**src/shared/hwmc_pkg.sv**
```systemverilog
/*
 host wake and mode control: shared constants, types and helpers.
 assumes a 25 MHz core clock and a host on the shared SPI/UART pins.
*/
// Contract
// RULE_01 - chip-select falling edge wakes from sleep, powers regulators, starts init
// RULE_02 - host waits 125 us after chip-select low before first clock edge
// RULE_03 - busy high in sleep and init, low once in RC standby
// RULE_04 - power-up calibrates fast RC, slow RC, modulation path, ADC, then RC standby
// RULE_05 - UART offers seven baud rates from 921.6 k down to 9.6 k
// RULE_06 - UART 8-bit words, parity, one or two stops, flow control, events
// RULE_07 - UART defaults 115.2 k, one stop, even parity, CTS, LSB first
// RULE_08 - host drives clear-to-send low to start UART traffic
// RULE_09 - UART command carries length; run when complete, extra bytes start anew
// RULE_10 - four host pins shared between SPI and UART functions
// RULE_11 - three multi-purpose pins, each routable to any interrupt
// RULE_12 - busy always an output, low when a new command may come
// RULE_13 - host reads interrupt cause; clear command clears interrupt bits; no command reads irq_reg, only the routed pins show it
// RULE_14 - SPI returns status every transaction; UART only on status query
// RULE_15 - six modes, each enabling only its own oscillators and blocks
// RULE_16 - wake with retained memory reloads calibration instead of full run
// RULE_17 - sleep entered only from RC standby; left by chip-select or timer
// RULE_18 - standby command picks RC or crystal clock; crystal with DC-DC powers it
// RULE_19 - synth mode tunes to transmit frequency; busy drops at lock; IF offset
// RULE_20 - continuous receive stays; single receive returns to RC standby
// RULE_21 - receive timeout from timebase and ticks returns to RC standby
// RULE_22 - transmit after PA ramp, return to RC standby when sent
// RULE_23 - host issues commands only while busy is low
// RULE_24 - both interfaces live until one sees a valid transaction
package hwmc_pkg;
  localparam int CLK_HZ       = 25_000_000;
  localparam int IF_OFFSET_HZ = 1_300_000;
  localparam logic [15:0] CAL_RST = 16'h0000;

  localparam logic [1:0] IF_NONE = 2'h0, IF_SPI = 2'h1, IF_UART = 2'h2;
  localparam logic [1:0] PAR_NONE = 2'h0, PAR_ODD = 2'h1, PAR_EVEN = 2'h2;
  localparam logic [1:0] CAL_LAST_STEP = 2'h3;

  // opcode values are arbitrary
  localparam logic [7:0] OP_SLEEP = 8'h10, OP_STANDBY = 8'h11, OP_SYNTH = 8'h12;
  localparam logic [7:0] OP_RX = 8'h13, OP_TX = 8'h14, OP_ROUTE = 8'h20;
  localparam logic [7:0] OP_CLRIRQ = 8'h21, OP_STATUS = 8'h22, OP_UCFG = 8'h23;

  localparam int IRQ_TXDONE = 0, IRQ_RXDONE = 1, IRQ_TMO = 2;
  localparam int IRQ_URXFULL = 3, IRQ_UTXEMPTY = 4, IRQ_UERR = 5;

  localparam logic [2:0] ST_OK = 3'h1, ST_DATA = 3'h2, ST_TMO = 3'h3;
  localparam logic [2:0] ST_ERR = 3'h4, ST_FAIL = 3'h5, ST_TXDONE = 3'h6;
  localparam logic [2:0] MC_RC = 3'h2, MC_CRYSTAL_OSCILLATOR = 3'h3, MC_SYNTH = 3'h4;
  localparam logic [2:0] MC_RX = 3'h5, MC_TX = 3'h6, MC_NONE = 3'h0;

  typedef enum logic [6:0] {
    S_SLEEP = 7'b0000001, S_INIT = 7'b0000010, S_RC = 7'b0000100,
    S_CRYSTAL_OSCILLATOR = 7'b0001000, S_SYNTH = 7'b0010000, S_RX = 7'b0100000,
    S_TX = 7'b1000000
  } hwmc_state_t;

  typedef struct packed {
    logic rcFastOscillator;
    logic rcSlowOscillator;
    logic crystalOscillator;
    logic ldo;
    logic dcdc;
    logic pll;
    logic rxChain;
    logic txChain;
  } hwmc_power_t;

  typedef struct packed {
    logic       twoStop;
    logic [1:0] parity;
    logic [2:0] baud;
  } hwmc_ucfg_t;

  localparam hwmc_ucfg_t UCFG_RST = '{twoStop: 1'b0, parity: PAR_EVEN, baud: 3'h2};

  function automatic logic [11:0] baudDiv(input logic [2:0] s);
    case (s)
      3'h0:    baudDiv = 12'(CLK_HZ / 921_600);
      3'h1:    baudDiv = 12'(CLK_HZ / 460_600);
      3'h3:    baudDiv = 12'(CLK_HZ / 57_600);
      3'h4:    baudDiv = 12'(CLK_HZ / 38_400);
      3'h5:    baudDiv = 12'(CLK_HZ / 19_200);
      3'h6:    baudDiv = 12'(CLK_HZ / 9_600);
      default: baudDiv = 12'(CLK_HZ / 115_200);
    endcase
  endfunction
endpackage

```
**src/design/hwmc_top.sv**
```systemverilog
/*
 mode sequencer with shared SPI/UART command front end, busy, status,
 interrupt routing and receive timeout.
 assumes radio status inputs are on ref_clk; host pins are asynchronous.
*/
`timescale 1ns/1ns
module hwmc_top #(
  parameter int CAL_CYCLES = 64,
  parameter int TICK_BASE  = 25
) (
  input  wire logic                  ref_clk,
  input  wire logic                  rstn,
  input  wire logic                  csUartClearToSendIn,
  input  wire logic                  sckIn,
  output      logic                  uartRequestToSendOut,
  output      logic                  uartRequestToSendOe,
  input  wire logic                  mosiRxIn,
  output      logic                  misoTxOut,
  output      logic                  misoTxOe,
  output      logic                  busy,
  output      logic [2:0]            multiPurposePin,
  input  wire logic                  wakeTimerEoc,
  input  wire logic                  memRetained,
  input  wire logic                  dcdcSel,
  input  wire logic                  pllLocked,
  input  wire logic                  rxReady,
  input  wire logic                  rxPacketDone,
  input  wire logic                  paRamped,
  input  wire logic                  txPacketSent,
  input  wire logic [31:0]           txFreqHz,
  output      logic [31:0]           pllFreqHz,
  output      hwmc_pkg::hwmc_power_t power,
  output      logic [3:0]            calStage,
  output      logic                  calReload
);
  import hwmc_pkg::*;

  localparam logic [15:0] CAL_LAST = 16'(CAL_CYCLES - 1);

  logic [1:0] rstSync_reg;
  logic [2:0] pinMeta_reg, pinSync_reg, pinLast_reg;
  logic       csRiseD_reg;
  wire        rstnInt = rstSync_reg[1];

  always_ff @(posedge ref_clk or negedge rstn) begin
    if (!rstn) rstSync_reg <= 2'b00;
    else rstSync_reg <= {rstSync_reg[0], 1'b1};
  end

  // two-stage sync of cs, sck, mosi
  always_ff @(posedge ref_clk or negedge rstnInt) begin
    if (!rstnInt) begin
      // idle levels: rx high, sck low, cs high
      pinMeta_reg <= 3'h5;
      pinSync_reg <= 3'h5;
      pinLast_reg <= 3'h5;
    end else begin
      pinMeta_reg <= {mosiRxIn, sckIn, csUartClearToSendIn};
      pinSync_reg <= pinMeta_reg;
      pinLast_reg <= pinSync_reg;
    end
  end

  wire cs       = pinSync_reg[0];
  wire mosi     = pinSync_reg[2];
  wire csFall   = pinLast_reg[0] & ~cs;
  wire csRise   = ~pinLast_reg[0] & cs;
  wire sckRise  = ~pinLast_reg[1] & pinSync_reg[1];
  wire sckFall  = pinLast_reg[1] & ~pinSync_reg[1];
  wire mosiFall = pinLast_reg[2] & ~mosi;

  hwmc_state_t state_reg, state_next, cmdMode;
  hwmc_power_t pw_next, power_reg;
  hwmc_ucfg_t  ucfg_reg;
  logic [1:0]  ifSel_reg, calStep_reg, rxTb_reg;
  logic [15:0] calCnt_reg, rxLeft_reg;
  logic [19:0] rxTick_reg;
  logic [7:0]  pIdx_reg, opc_reg, uLen_reg, irq_reg, spiSh_reg, misoSh_reg;
  logic [7:0]  par_reg [4];
  logic [7:0]  route_reg [3];
  logic [2:0]  spiBit_reg, cmdStat_reg, mp_reg;
  logic        reload_reg, cmdGo_reg, rxCont_reg;
  logic        urxAct_reg, urxErr_reg, utxAct_reg, utxPend_reg;
  logic [11:0] urxDiv_reg, utxDiv_reg, utxSh_reg;
  logic [3:0]  urxIdx_reg, utxLeft_reg, calStage_reg;
  logic [7:0]  urxSh_reg;
  logic [31:0] pllFreq_reg;

  wire inSleep = state_reg == S_SLEEP;
  wire inInit  = state_reg == S_INIT;
  wire inRc    = state_reg == S_RC;
  wire inSynth = state_reg == S_SYNTH;
  wire inRx    = state_reg == S_RX;
  wire inTx    = state_reg == S_TX;
  wire isUart  = ifSel_reg == IF_UART;

  // ---- SPI byte engine, MSB first, mode 0 ----
  wire       spiEn   = !isUart && !cs; // RULE_24
  wire       spiStb  = spiEn && sckRise && spiBit_reg == 3'h7;
  wire [7:0] spiByte = {spiSh_reg[6:0], mosi};
  wire [2:0] modeCode = inRc ? MC_RC : (state_reg == S_CRYSTAL_OSCILLATOR) ? MC_CRYSTAL_OSCILLATOR :
                        inSynth ? MC_SYNTH : inRx ? MC_RX : inTx ? MC_TX : MC_NONE;
  wire [7:0] statusByte = {modeCode, cmdStat_reg, 1'b0, busy};

  always_ff @(posedge ref_clk or negedge rstnInt) begin
    if (!rstnInt) begin
      spiBit_reg  <= 3'h0;
      spiSh_reg   <= 8'h00;
      misoSh_reg  <= 8'h00;
      csRiseD_reg <= 1'b0;
    end else begin
      csRiseD_reg <= csRise;
      if (cs) spiBit_reg <= 3'h0;
      else if (spiEn && sckRise) begin
        spiSh_reg  <= spiByte;
        spiBit_reg <= spiBit_reg + 3'h1;
      end
      // status out on every SPI byte
      if (csFall || (sckFall && spiBit_reg == 3'h0)) misoSh_reg <= statusByte; // RULE_14
      else if (sckFall) misoSh_reg <= {misoSh_reg[6:0], 1'b0};
    end
  end

  // ---- UART receive ----
  wire        uEn    = ifSel_reg != IF_SPI;
  wire        parOn  = ucfg_reg.parity != PAR_NONE;
  wire [11:0] bdiv   = baudDiv(ucfg_reg.baud); // RULE_05
  wire [3:0]  uLast  = 4'h9 + {3'h0, parOn} + {3'h0, ucfg_reg.twoStop}; // RULE_06
  wire        uTick  = urxAct_reg && urxDiv_reg == 12'h000;
  wire        uIsPar = parOn && urxIdx_reg == 4'h9;
  wire        parExp = (ucfg_reg.parity == PAR_ODD) ? ~^urxSh_reg : ^urxSh_reg;
  wire        uStop  = urxIdx_reg > 4'h8 && !uIsPar;
  wire        uBad   = uTick && ((uIsPar && mosi != parExp) || (uStop && !mosi)); // RULE_06
  wire        uDone  = uTick && urxIdx_reg == uLast;
  wire        urxGood = uDone && uEn && !urxErr_reg && !uBad;
  wire        urxFail = uDone && uEn && (urxErr_reg || uBad);

  always_ff @(posedge ref_clk or negedge rstnInt) begin
    if (!rstnInt) begin
      urxAct_reg <= 1'b0;
      urxErr_reg <= 1'b0;
      urxDiv_reg <= 12'h000;
      urxIdx_reg <= 4'h0;
      urxSh_reg  <= 8'h00;
    end else if (!urxAct_reg) begin
      if (uEn && mosiFall) begin
        urxAct_reg <= 1'b1;
        urxErr_reg <= 1'b0;
        urxDiv_reg <= {1'b0, bdiv[11:1]};
        urxIdx_reg <= 4'h0;
      end
    end else if (uTick) begin
      urxDiv_reg <= bdiv - 12'h001;
      urxIdx_reg <= urxIdx_reg + 4'h1;
      if (uBad) urxErr_reg <= 1'b1;
      // lsb arrives first
      if (urxIdx_reg != 4'h0 && urxIdx_reg < 4'h9) urxSh_reg <= {mosi, urxSh_reg[7:1]}; // RULE_07
      if ((urxIdx_reg == 4'h0 && mosi) || uDone) urxAct_reg <= 1'b0;
    end else urxDiv_reg <= urxDiv_reg - 12'h001;
  end

  // ---- command parser ----
  wire       byteUart = urxGood && !spiStb;
  wire       byteStb  = spiStb || urxGood;
  wire [7:0] byteVal  = spiStb ? spiByte : urxSh_reg;
  wire [7:0] pOff     = byteUart ? 8'h02 : 8'h01;
  wire [7:0] parIdx   = pIdx_reg - pOff;
  wire       spiEnd   = csRiseD_reg && !isUart && pIdx_reg != 8'h00;
  wire       uartEnd  = byteUart && (pIdx_reg == 8'h01 ? byteVal == 8'h00 :
                        pIdx_reg > 8'h01 && pIdx_reg - 8'h01 == uLen_reg); // RULE_09
  wire       cmdEnd   = spiEnd || uartEnd;
  wire       opKnown  = opc_reg inside {OP_SLEEP, OP_STANDBY, OP_SYNTH, OP_RX, OP_TX,
                                        OP_ROUTE, OP_CLRIRQ, OP_STATUS, OP_UCFG};
  wire       sleepBad = opc_reg == OP_SLEEP && !inRc;
  wire       opDo     = cmdGo_reg && opKnown;

  always_ff @(posedge ref_clk or negedge rstnInt) begin
    if (!rstnInt) begin
      pIdx_reg  <= 8'h00;
      opc_reg   <= 8'h00;
      uLen_reg  <= 8'h00;
      cmdGo_reg <= 1'b0;
      ifSel_reg <= IF_NONE;
      for (int i = 0; i < 4; i++) par_reg[i] <= 8'h00;
    end else begin
      cmdGo_reg <= cmdEnd && !inSleep && !inInit;
      if (byteStb && pIdx_reg == 8'h00) opc_reg <= byteVal;
      if (byteUart && pIdx_reg == 8'h01) uLen_reg <= byteVal;
      if (byteStb && pIdx_reg >= pOff && parIdx < 8'h04) par_reg[parIdx[1:0]] <= byteVal;
      // further bytes open the next command
      if (cmdEnd) pIdx_reg <= 8'h00; // RULE_09
      else if (byteStb && pIdx_reg != 8'hff) pIdx_reg <= pIdx_reg + 8'h01;
      if (ifSel_reg == IF_NONE && spiEnd) ifSel_reg <= IF_SPI; // RULE_24
      else if (ifSel_reg == IF_NONE && urxGood) ifSel_reg <= IF_UART; // RULE_24
    end
  end

  // ---- mode sequencer ----
  wire calDone = inInit && calCnt_reg == CAL_LAST &&
                 (reload_reg || calStep_reg == CAL_LAST_STEP); // RULE_04 RULE_16
  wire [19:0] tickLen  = 20'(TICK_BASE) << {rxTb_reg, 1'b0};
  wire        tickWrap = rxTick_reg == tickLen - 20'h00001;
  wire        rxTmo    = inRx && rxLeft_reg == 16'h0001 && tickWrap; // RULE_21
  wire        rxDoneEv = inRx && rxPacketDone;
  wire        txDoneEv = inTx && txPacketSent;
  wire        rxLoad   = cmdGo_reg && opc_reg == OP_RX;

  assign cmdMode = !cmdGo_reg ? state_reg :
                   (opc_reg == OP_SLEEP) ? (inRc ? S_SLEEP : state_reg) : // RULE_17
                   (opc_reg == OP_STANDBY) ? (par_reg[0][0] ? S_CRYSTAL_OSCILLATOR : S_RC) : // RULE_18
                   (opc_reg == OP_SYNTH) ? S_SYNTH :
                   (opc_reg == OP_RX) ? S_RX :
                   (opc_reg == OP_TX) ? S_TX : state_reg;

  always_comb begin
    state_next = state_reg;
    case (state_reg)
      S_SLEEP: if (csFall || wakeTimerEoc) state_next = S_INIT; // RULE_01 RULE_17
      S_INIT: if (calDone) state_next = S_RC; // RULE_04
      S_RX: begin
        if (cmdGo_reg) state_next = cmdMode;
        else if (rxTmo || (rxDoneEv && !rxCont_reg)) state_next = S_RC; // RULE_20 RULE_21
      end
      S_TX: begin
        if (cmdGo_reg) state_next = cmdMode;
        else if (txDoneEv) state_next = S_RC; // RULE_22
      end
      default: state_next = cmdMode;
    endcase
  end

  // oscillators, regulators, radio blocks per mode
  always_comb begin
    pw_next = '0;
    case (state_next)
      S_SLEEP: pw_next.rcSlowOscillator = 1'b1;
      S_INIT: pw_next = '{rcFastOscillator: 1'b1, crystalOscillator: 1'b1,
                          ldo: 1'b1, default: 1'b0}; // RULE_01
      S_RC: pw_next = '{rcFastOscillator: 1'b1, ldo: 1'b1, default: 1'b0}; // RULE_15
      S_CRYSTAL_OSCILLATOR: pw_next = '{rcFastOscillator: 1'b1, crystalOscillator: 1'b1, ldo: !dcdcSel,
                          dcdc: dcdcSel, default: 1'b0}; // RULE_18
      S_SYNTH: pw_next = '{crystalOscillator: 1'b1, ldo: 1'b1, pll: 1'b1, default: 1'b0};
      S_RX: pw_next = '{crystalOscillator: 1'b1, ldo: 1'b1, pll: 1'b1, rxChain: 1'b1,
                        default: 1'b0}; // RULE_15
      S_TX: pw_next = '{crystalOscillator: 1'b1, ldo: 1'b1, pll: 1'b1, txChain: 1'b1,
                        default: 1'b0}; // RULE_22
      default: pw_next = '0;
    endcase
  end

  always_ff @(posedge ref_clk or negedge rstnInt) begin
    if (!rstnInt) begin
      state_reg  <= S_INIT;
      reload_reg <= 1'b0;
      calCnt_reg <= CAL_RST;
      calStep_reg <= 2'h0;
      power_reg  <= '0;
      pllFreq_reg <= 32'h00000000;
    end else begin
      state_reg <= state_next;
      power_reg <= pw_next;
      // synth tunes to tx frequency, rx sits one IF below
      pllFreq_reg <= (state_next == S_RX) ? txFreqHz - 32'(IF_OFFSET_HZ) : txFreqHz; // RULE_19
      if (inSleep) reload_reg <= memRetained; // RULE_16
      if (!inInit || calDone) begin
        calCnt_reg  <= CAL_RST;
        calStep_reg <= 2'h0;
      end else if (calCnt_reg == CAL_LAST) begin
        calCnt_reg  <= CAL_RST;
        calStep_reg <= calStep_reg + 2'h1; // RULE_04
      end else calCnt_reg <= calCnt_reg + 16'h0001;
    end
  end

  // receive timeout and command side effects
  wire [7:0] irqSet = {2'h0, urxFail, utxAct_reg && utxDiv_reg == 12'h000 &&
                       utxLeft_reg == 4'h0, urxGood, rxTmo, rxDoneEv, txDoneEv}; // RULE_06
  wire [7:0] irqClr = (opDo && opc_reg == OP_CLRIRQ) ? par_reg[0] : 8'h00;
  wire [2:0] cmdStatNext = txDoneEv ? ST_TXDONE : rxDoneEv ? ST_DATA : rxTmo ? ST_TMO :
                           !cmdGo_reg ? cmdStat_reg : !opKnown ? ST_ERR :
                           sleepBad ? ST_FAIL : ST_OK;
  wire [2:0] mpRaw;

  for (genvar i = 0; i < 3; i++) begin : g_route
    assign mpRaw[i] = |(irq_reg & route_reg[i]); // RULE_11
  end

  always_ff @(posedge ref_clk or negedge rstnInt) begin
    if (!rstnInt) begin
      rxTb_reg    <= 2'h0;
      rxCont_reg  <= 1'b0;
      rxLeft_reg  <= 16'h0000;
      rxTick_reg  <= 20'h00000;
      irq_reg     <= 8'h00;
      cmdStat_reg <= 3'h0;
      ucfg_reg    <= UCFG_RST; // RULE_07
      mp_reg      <= 3'h0;
      for (int i = 0; i < 3; i++) route_reg[i] <= 8'h00;
    end else begin
      // new events win over a clear in the same cycle
      irq_reg     <= (irq_reg & ~irqClr) | irqSet; // RULE_13
      cmdStat_reg <= cmdStatNext;
      mp_reg      <= mpRaw;
      if (opDo && opc_reg == OP_UCFG) ucfg_reg <= par_reg[0][5:0]; // RULE_06
      if (opDo && opc_reg == OP_ROUTE) begin
        for (int i = 0; i < 3; i++) route_reg[i] <= par_reg[i]; // RULE_11
      end
      if (rxLoad) begin
        rxTb_reg   <= par_reg[0][1:0]; // RULE_21
        rxCont_reg <= par_reg[0][2]; // RULE_20
        rxLeft_reg <= {par_reg[1], par_reg[2]};
        rxTick_reg <= 20'h00000;
      end else if (inRx && rxLeft_reg != 16'h0000) begin
        if (tickWrap) begin
          rxTick_reg <= 20'h00000;
          rxLeft_reg <= rxLeft_reg - 16'h0001;
        end else rxTick_reg <= rxTick_reg + 20'h00001;
      end
    end
  end

  // ---- UART transmit of status ----
  wire        txPar   = (ucfg_reg.parity == PAR_ODD) ? ~^statusByte : ^statusByte;
  wire [11:0] txFrame = parOn ? {2'b11, txPar, statusByte, 1'b0} : {3'b111, statusByte, 1'b0};
  wire        txStart = utxPend_reg && !utxAct_reg && !cs; // RULE_08
  wire        txQuery = opDo && opc_reg == OP_STATUS && isUart; // RULE_14

  always_ff @(posedge ref_clk or negedge rstnInt) begin
    if (!rstnInt) begin
      utxAct_reg  <= 1'b0;
      utxPend_reg <= 1'b0;
      utxDiv_reg  <= 12'h000;
      utxSh_reg   <= 12'hfff;
      utxLeft_reg <= 4'h0;
    end else begin
      utxPend_reg <= (utxPend_reg && !txStart) || txQuery;
      if (txStart) begin
        utxAct_reg  <= 1'b1;
        utxSh_reg   <= txFrame;
        utxDiv_reg  <= bdiv - 12'h001;
        utxLeft_reg <= uLast;
      end else if (utxAct_reg && utxDiv_reg == 12'h000) begin
        utxDiv_reg <= bdiv - 12'h001;
        utxSh_reg  <= {1'b1, utxSh_reg[11:1]};
        if (utxLeft_reg == 4'h0) utxAct_reg <= 1'b0;
        else utxLeft_reg <= utxLeft_reg - 4'h1;
      end else if (utxAct_reg) utxDiv_reg <= utxDiv_reg - 12'h001;
    end
  end

  // ---- pins ----
  wire rdyHard = !(inSleep || inInit || cmdGo_reg);
  assign busy = inSleep || inInit || cmdGo_reg || pIdx_reg != 8'h00 ||
                (inSynth && !pllLocked) || (inRx && !rxReady) ||
                (inTx && !paRamped); // RULE_03 RULE_12 RULE_19
  assign uartRequestToSendOut = !rdyHard; // RULE_10
  assign uartRequestToSendOe  = isUart; // RULE_10
  assign misoTxOut = isUart ? (!utxAct_reg || utxSh_reg[0]) : misoSh_reg[7]; // RULE_10
  assign misoTxOe  = isUart || spiEn; // RULE_10
  assign multiPurposePin = mp_reg;
  assign pllFreqHz = pllFreq_reg;
  assign power     = power_reg;
  assign calReload = inInit && reload_reg;
  assign calStage  = calStage_reg;

  always_ff @(posedge ref_clk or negedge rstnInt) begin
    if (!rstnInt) calStage_reg <= 4'h0;
    else calStage_reg <= (inInit && !reload_reg) ? 4'h1 << calStep_reg : 4'h0; // RULE_04
  end
endmodule // hwmc_top

```
**config.mk**
```make
export PLATFORM = sky130hd
export DESIGN_NAME = hwmc_top
export DESIGN_NICKNAME = d
export VERILOG_FILES = /design/src/shared/hwmc_pkg.sv /design/src/design/hwmc_top.sv
export SDC_FILE = /design/constraint.sdc
export NUM_CORES = 1
export LEC_CHECK = 0
export BUFFER_PORTS_ARGS = -buffer_cell sky130_fd_sc_hd__buf_2
export CORE_MARGIN = 3
export CORE_UTILIZATION = 53
export CTS_CLUSTER_DIAMETER = 100
export DETAILED_ROUTE_END_ITERATION = 8
export GPL_TIMING_DRIVEN = 0
export PLACE_DENSITY = 0.71
export SLEW_MARGIN = 10
export SYNTH_ARGS = -nofsm -noshare
export SYNTH_HDL_FRONTEND = slang
export SYNTH_SLANG_ARGS = --single-unit
```
**constraint.sdc**
```tcl
create_clock -name ref_clk -period 15.75 [get_ports ref_clk]
set_input_delay 3.15 -clock ref_clk [delete_from_list [all_inputs] [get_ports ref_clk]]
set_output_delay 3.15 -clock ref_clk [all_outputs]
set_load 0.05 [all_outputs]
```
==> out/qor.csv <==
stage,metric,value,unit
floorplanning,start_util,54.64,%
route,firstDrtPassIters,6,
clock_tree,cts_root_buf,clkbuf_16,
global_routing,grt_pass1_vias,11720,
sta,worst-slew-pin-transition,1.090,ns
outcome,outcome,"finished, final reports clean",
route,viasPerCell,5.914,
logic_synthesis,synth_warnings,0,
global_routing,grt-ovfl-total,0,
final_layout,n_antenna_cell,0,
sta,hold_viol,0,
placement,port_buffers,97,
setup_path,critPathArrivalTime,4.64,ns
pwr,power_density,100.8,nW/um^2
global_routing,grt_max_degree,64,
pwr,p_leak,7.863,nW
sta,setup-violations-final,0,
setup_path,cp_max_fo,4,
final_layout,layout-drive-gt1-share,18.01,%
min_path,hp-class,reg -> reg,
floorplanning,ios,98,
route,wire_per_inst,17.83,um
floorplanning,rows,60,
sta,finalCriticalPeriod,7.788,ns
final_layout,areaGrowthSynthToFinish,14.93,%
logic_synthesis,synthDistinctLibCells,84,
setup_path,cp-end-kind,output pin,
logic_synthesis,yosys_register_bits,288,
setup_path,worstPathRequired,12.60,ns
sta,setup_tns,0,ns
clock_tree,insertion_delay,0.51,ns
logic_synthesis,synthArstFlopShare,100.0,%
route,first_iter_violations,1009,
setup_path,crit_slowest_cell,a2111oi_1,
logic_synthesis,synth.yosys.seq_area_share,48.43,%
job,maxCapViolations,0,
global_routing,antenna_found_initial,0,
sta,slew_headroom,27.17,%
logic_synthesis,synth_area,14930,sq um
final_layout,nets,1728,
sta,fin_skew,0.01520,ns
sta,post-route-period-util,49.45,%
floorplanning,die-area,30220,sq um
final_layout,largest_reg_flops,32,
final_layout,fillers,2272,
route,num_vias,12080,
setup_path,cp_common_cell,buf_2,
sta,rsz0062_at_grt,no,
route,remaining_drc_errors,0,
logic_synthesis,synth.avg_cell_area,9.888,sq um
global_routing,grt_pass1_wl,60130,um
setup_path,critPathLaunchType,input pin,
setup_path,crit_chain,buf_2 > nor4b_1 > a2111oi_1 > inv_1 > buf_2,
logic_synthesis,ys.flop_type,dfrtp_1,
route,routed_wl,36430,um
sta,clock.fmax,128.4,MHz
clock_tree,cts_sinks,288,
placement,dp_hpwl,26090,um
floorplanning,core,27330,sq um
setup_path,path_class,in -> out,
clock_tree,numCtsBuffers,34,
route,antenna_left,0,
clock_tree,cts_tree,built,
clock_tree,h-tree-depth,2,
setup_path,cp_slowest_stage_delay,1.00,ns
logic_synthesis,syn-num-nets,1591,
setup_path,reg2reg_slack,10.12,ns
clock_tree,post-cts-setup-buffer-count,0,
clock_tree,cts_buffer_depth,3,
sta,slew_viol_final,0,
logic_synthesis,synth_cells,1510,
logic_synthesis,synth-edff-count,0,
floorplanning,die_w,173.8,um
floorplanning,die_h,173.8,um
clock_tree,hold_buffers,0,
pwr,irDropWorstVdd,0.08831,mV
placement,gp_congestion,0.9258,
final_layout,finish.utilization,62.80,%
clock_tree,clk_pin_slew,0.06,ns
global_routing,track_usage,23.83,%
clock_tree,cts.repair.resized,0,
[cells in the mapped netlist (all sizes together) (6+ instances only)]
| master | instances | area share [%] |
|---|---|---|
| dfrtp | 269 | 45 |
| nand2 | 160 | 4.0 |
| nor2 | 112 | 2.8 |
| o21ai | 109 | 3.8 |
| mux2 | 89 | 6.7 |
| a21oi | 72 | 2.4 |
| clkbuf | 57 | 1.4 |
| inv | 54 | 1.4 |
| xnor2 | 52 | 3.1 |
| nand3 | 47 | 1.6 |
| nor3 | 40 | 1.4 |
| ha | 35 | 2.9 |
| and3 | 31 | 1.3 |
| xor2 | 25 | 1.5 |
| nand2b | 23 | 0.96 |
| nor4 | 22 | 0.96 |
| a22oi | 20 | 1.0 |
| a31oi | 20 | 0.84 |
| and2 | 20 | 0.84 |
| dfstp | 19 | 3.3 |
| or3 | 17 | 0.75 |
| nand3b | 16 | 0.80 |
| nand4 | 15 | 0.63 |
| nor2b | 14 | 0.59 |
| mux2i | 12 | 0.80 |
| nor3b | 11 | 0.59 |
| o31ai | 10 | 0.50 |
| or2 | 10 | 0.42 |
| or4 | 9 | 0.48 |
| nor4b | 8 | 0.57 |
| a211oi | 7 | 0.35 |
| o22ai | 7 | 0.29 |
| a32o | 6 | 0.40 |
| nand4b | 6 | 0.35 |
[layout make-up]
cell class,count,area (sq um),area share [%]
Sequential cell,288,7234,42.16
Buffer,61,246.5,1.436
Clock buffer,51,1069,6.227
Multi-Input combinational cell,1106,7248,42.24
Clock inverter,9,95.09,0.5541
Tap cell,372,465.4,2.712
Inverter,55,206.4,1.203
Timing Repair Buffer,101,595.6,3.471
[worst paths after layout]
check                                from              to  cells past startpoint
max                             pllLocked            busy                      5
min                        pinMeta_reg[1]  pinSync_reg[1]                      0
max reg2reg                 urxDiv_reg[0]     par_reg[20]                     16
min reg2reg                pinMeta_reg[1]  pinSync_reg[1]                      0
max in group asynchronous            rstn  rstSync_reg[1]                      1
min in group asynchronous  rstSync_reg[1]    pllFreqHz[1]                      0
[per-layer routing]
| layer | share of wire [%] | wire length (um) | GRT usage, % |
|---|---|---|---|
| met1 | 45 | 16300 | 33.71 |
| met2 | 48 | 17360 | 38.44 |
| met3 | 5.5 | 2006 | 3.789 |
| met4 | 2.1 | 757 | 6.401 |
| met5 | 0 | 0 | 0 |
[cells by family after synthesis]
group,count (synthesis),share of synthesized area [%]
and+or+nand+nor,571,19.67
AOI/OAI and AO/OA,318,13.53
DFF,288,48.43
buffers and inverters,116,3.034
muxes,101,7.517
xor gates and xnor gates,78,4.668
adders and majority gates,37,3.134
other,1,0.02512
[placed cells by master (no fill, tap or decap), types with 21 or more instances in the layout]
cell	synthesis	routed
mux2_2	89	89
clkbuf_1	57	62
dfrtp_1	269	268
nand2_1	160	160
nand3_1	47	47
nor2_1	112	112
buf_2	2	99
xor2_1	25	25
nor4_1	21	21
nand2b_1	23	23
a21oi_1	72	72
clkbuf_16	0	37
nor3_1	39	39
xnor2_1	52	52
and3_1	31	31
inv_1	54	54
ha_1	35	35
o21ai_0	105	105
[power by group]
group / total, mW / leakage, nW / internal (mW) / switching (mW)
Combinational: 0.128 / 3.54 / 0.0493 / 0.0786
Clock: 0.801 / 0.582 / 0.500 / 0.301
Sequential: 0.800 / 3.74 / 0.771 / 0.0285
Total: 1.73 / 7.86 / 1.32 / 0.408
[worst max-delay path: cells and delay by family]
kind / cells / cell delay [ns]
AO/OA/AOI/OAI: 1 / 1.00
buffers and inverters: 3 / 0.43
AND/OR/NAND/NOR: 1 / 0.05
[stage by stage]
| step | setup WS, ns | area (sq um) | std cells | total power [mW] | hold slack (ns) |
|---|---|---|---|---|---|
| after floorplan | 7.163 | 14930 | 1510 | 0.8985 | 0.3312 |
| after global placement | 3.916 | 15880 | 1979 | 0.9313 | 0.3382 |
| after detailed placement | 7.992 | 16000 | 1983 | 0.9408 | 0.3362 |
| after CTS | 7.987 | 17160 | 2043 | 1.752 | 0.3364 |
| after global routing | 7.846 | 17160 | 2043 | 1.801 | 0.3511 |
| final | 7.962 | 17160 | 2043 | 1.729 | 0.3358 |
No activity file was read; power rests on OpenSTA's default activity.
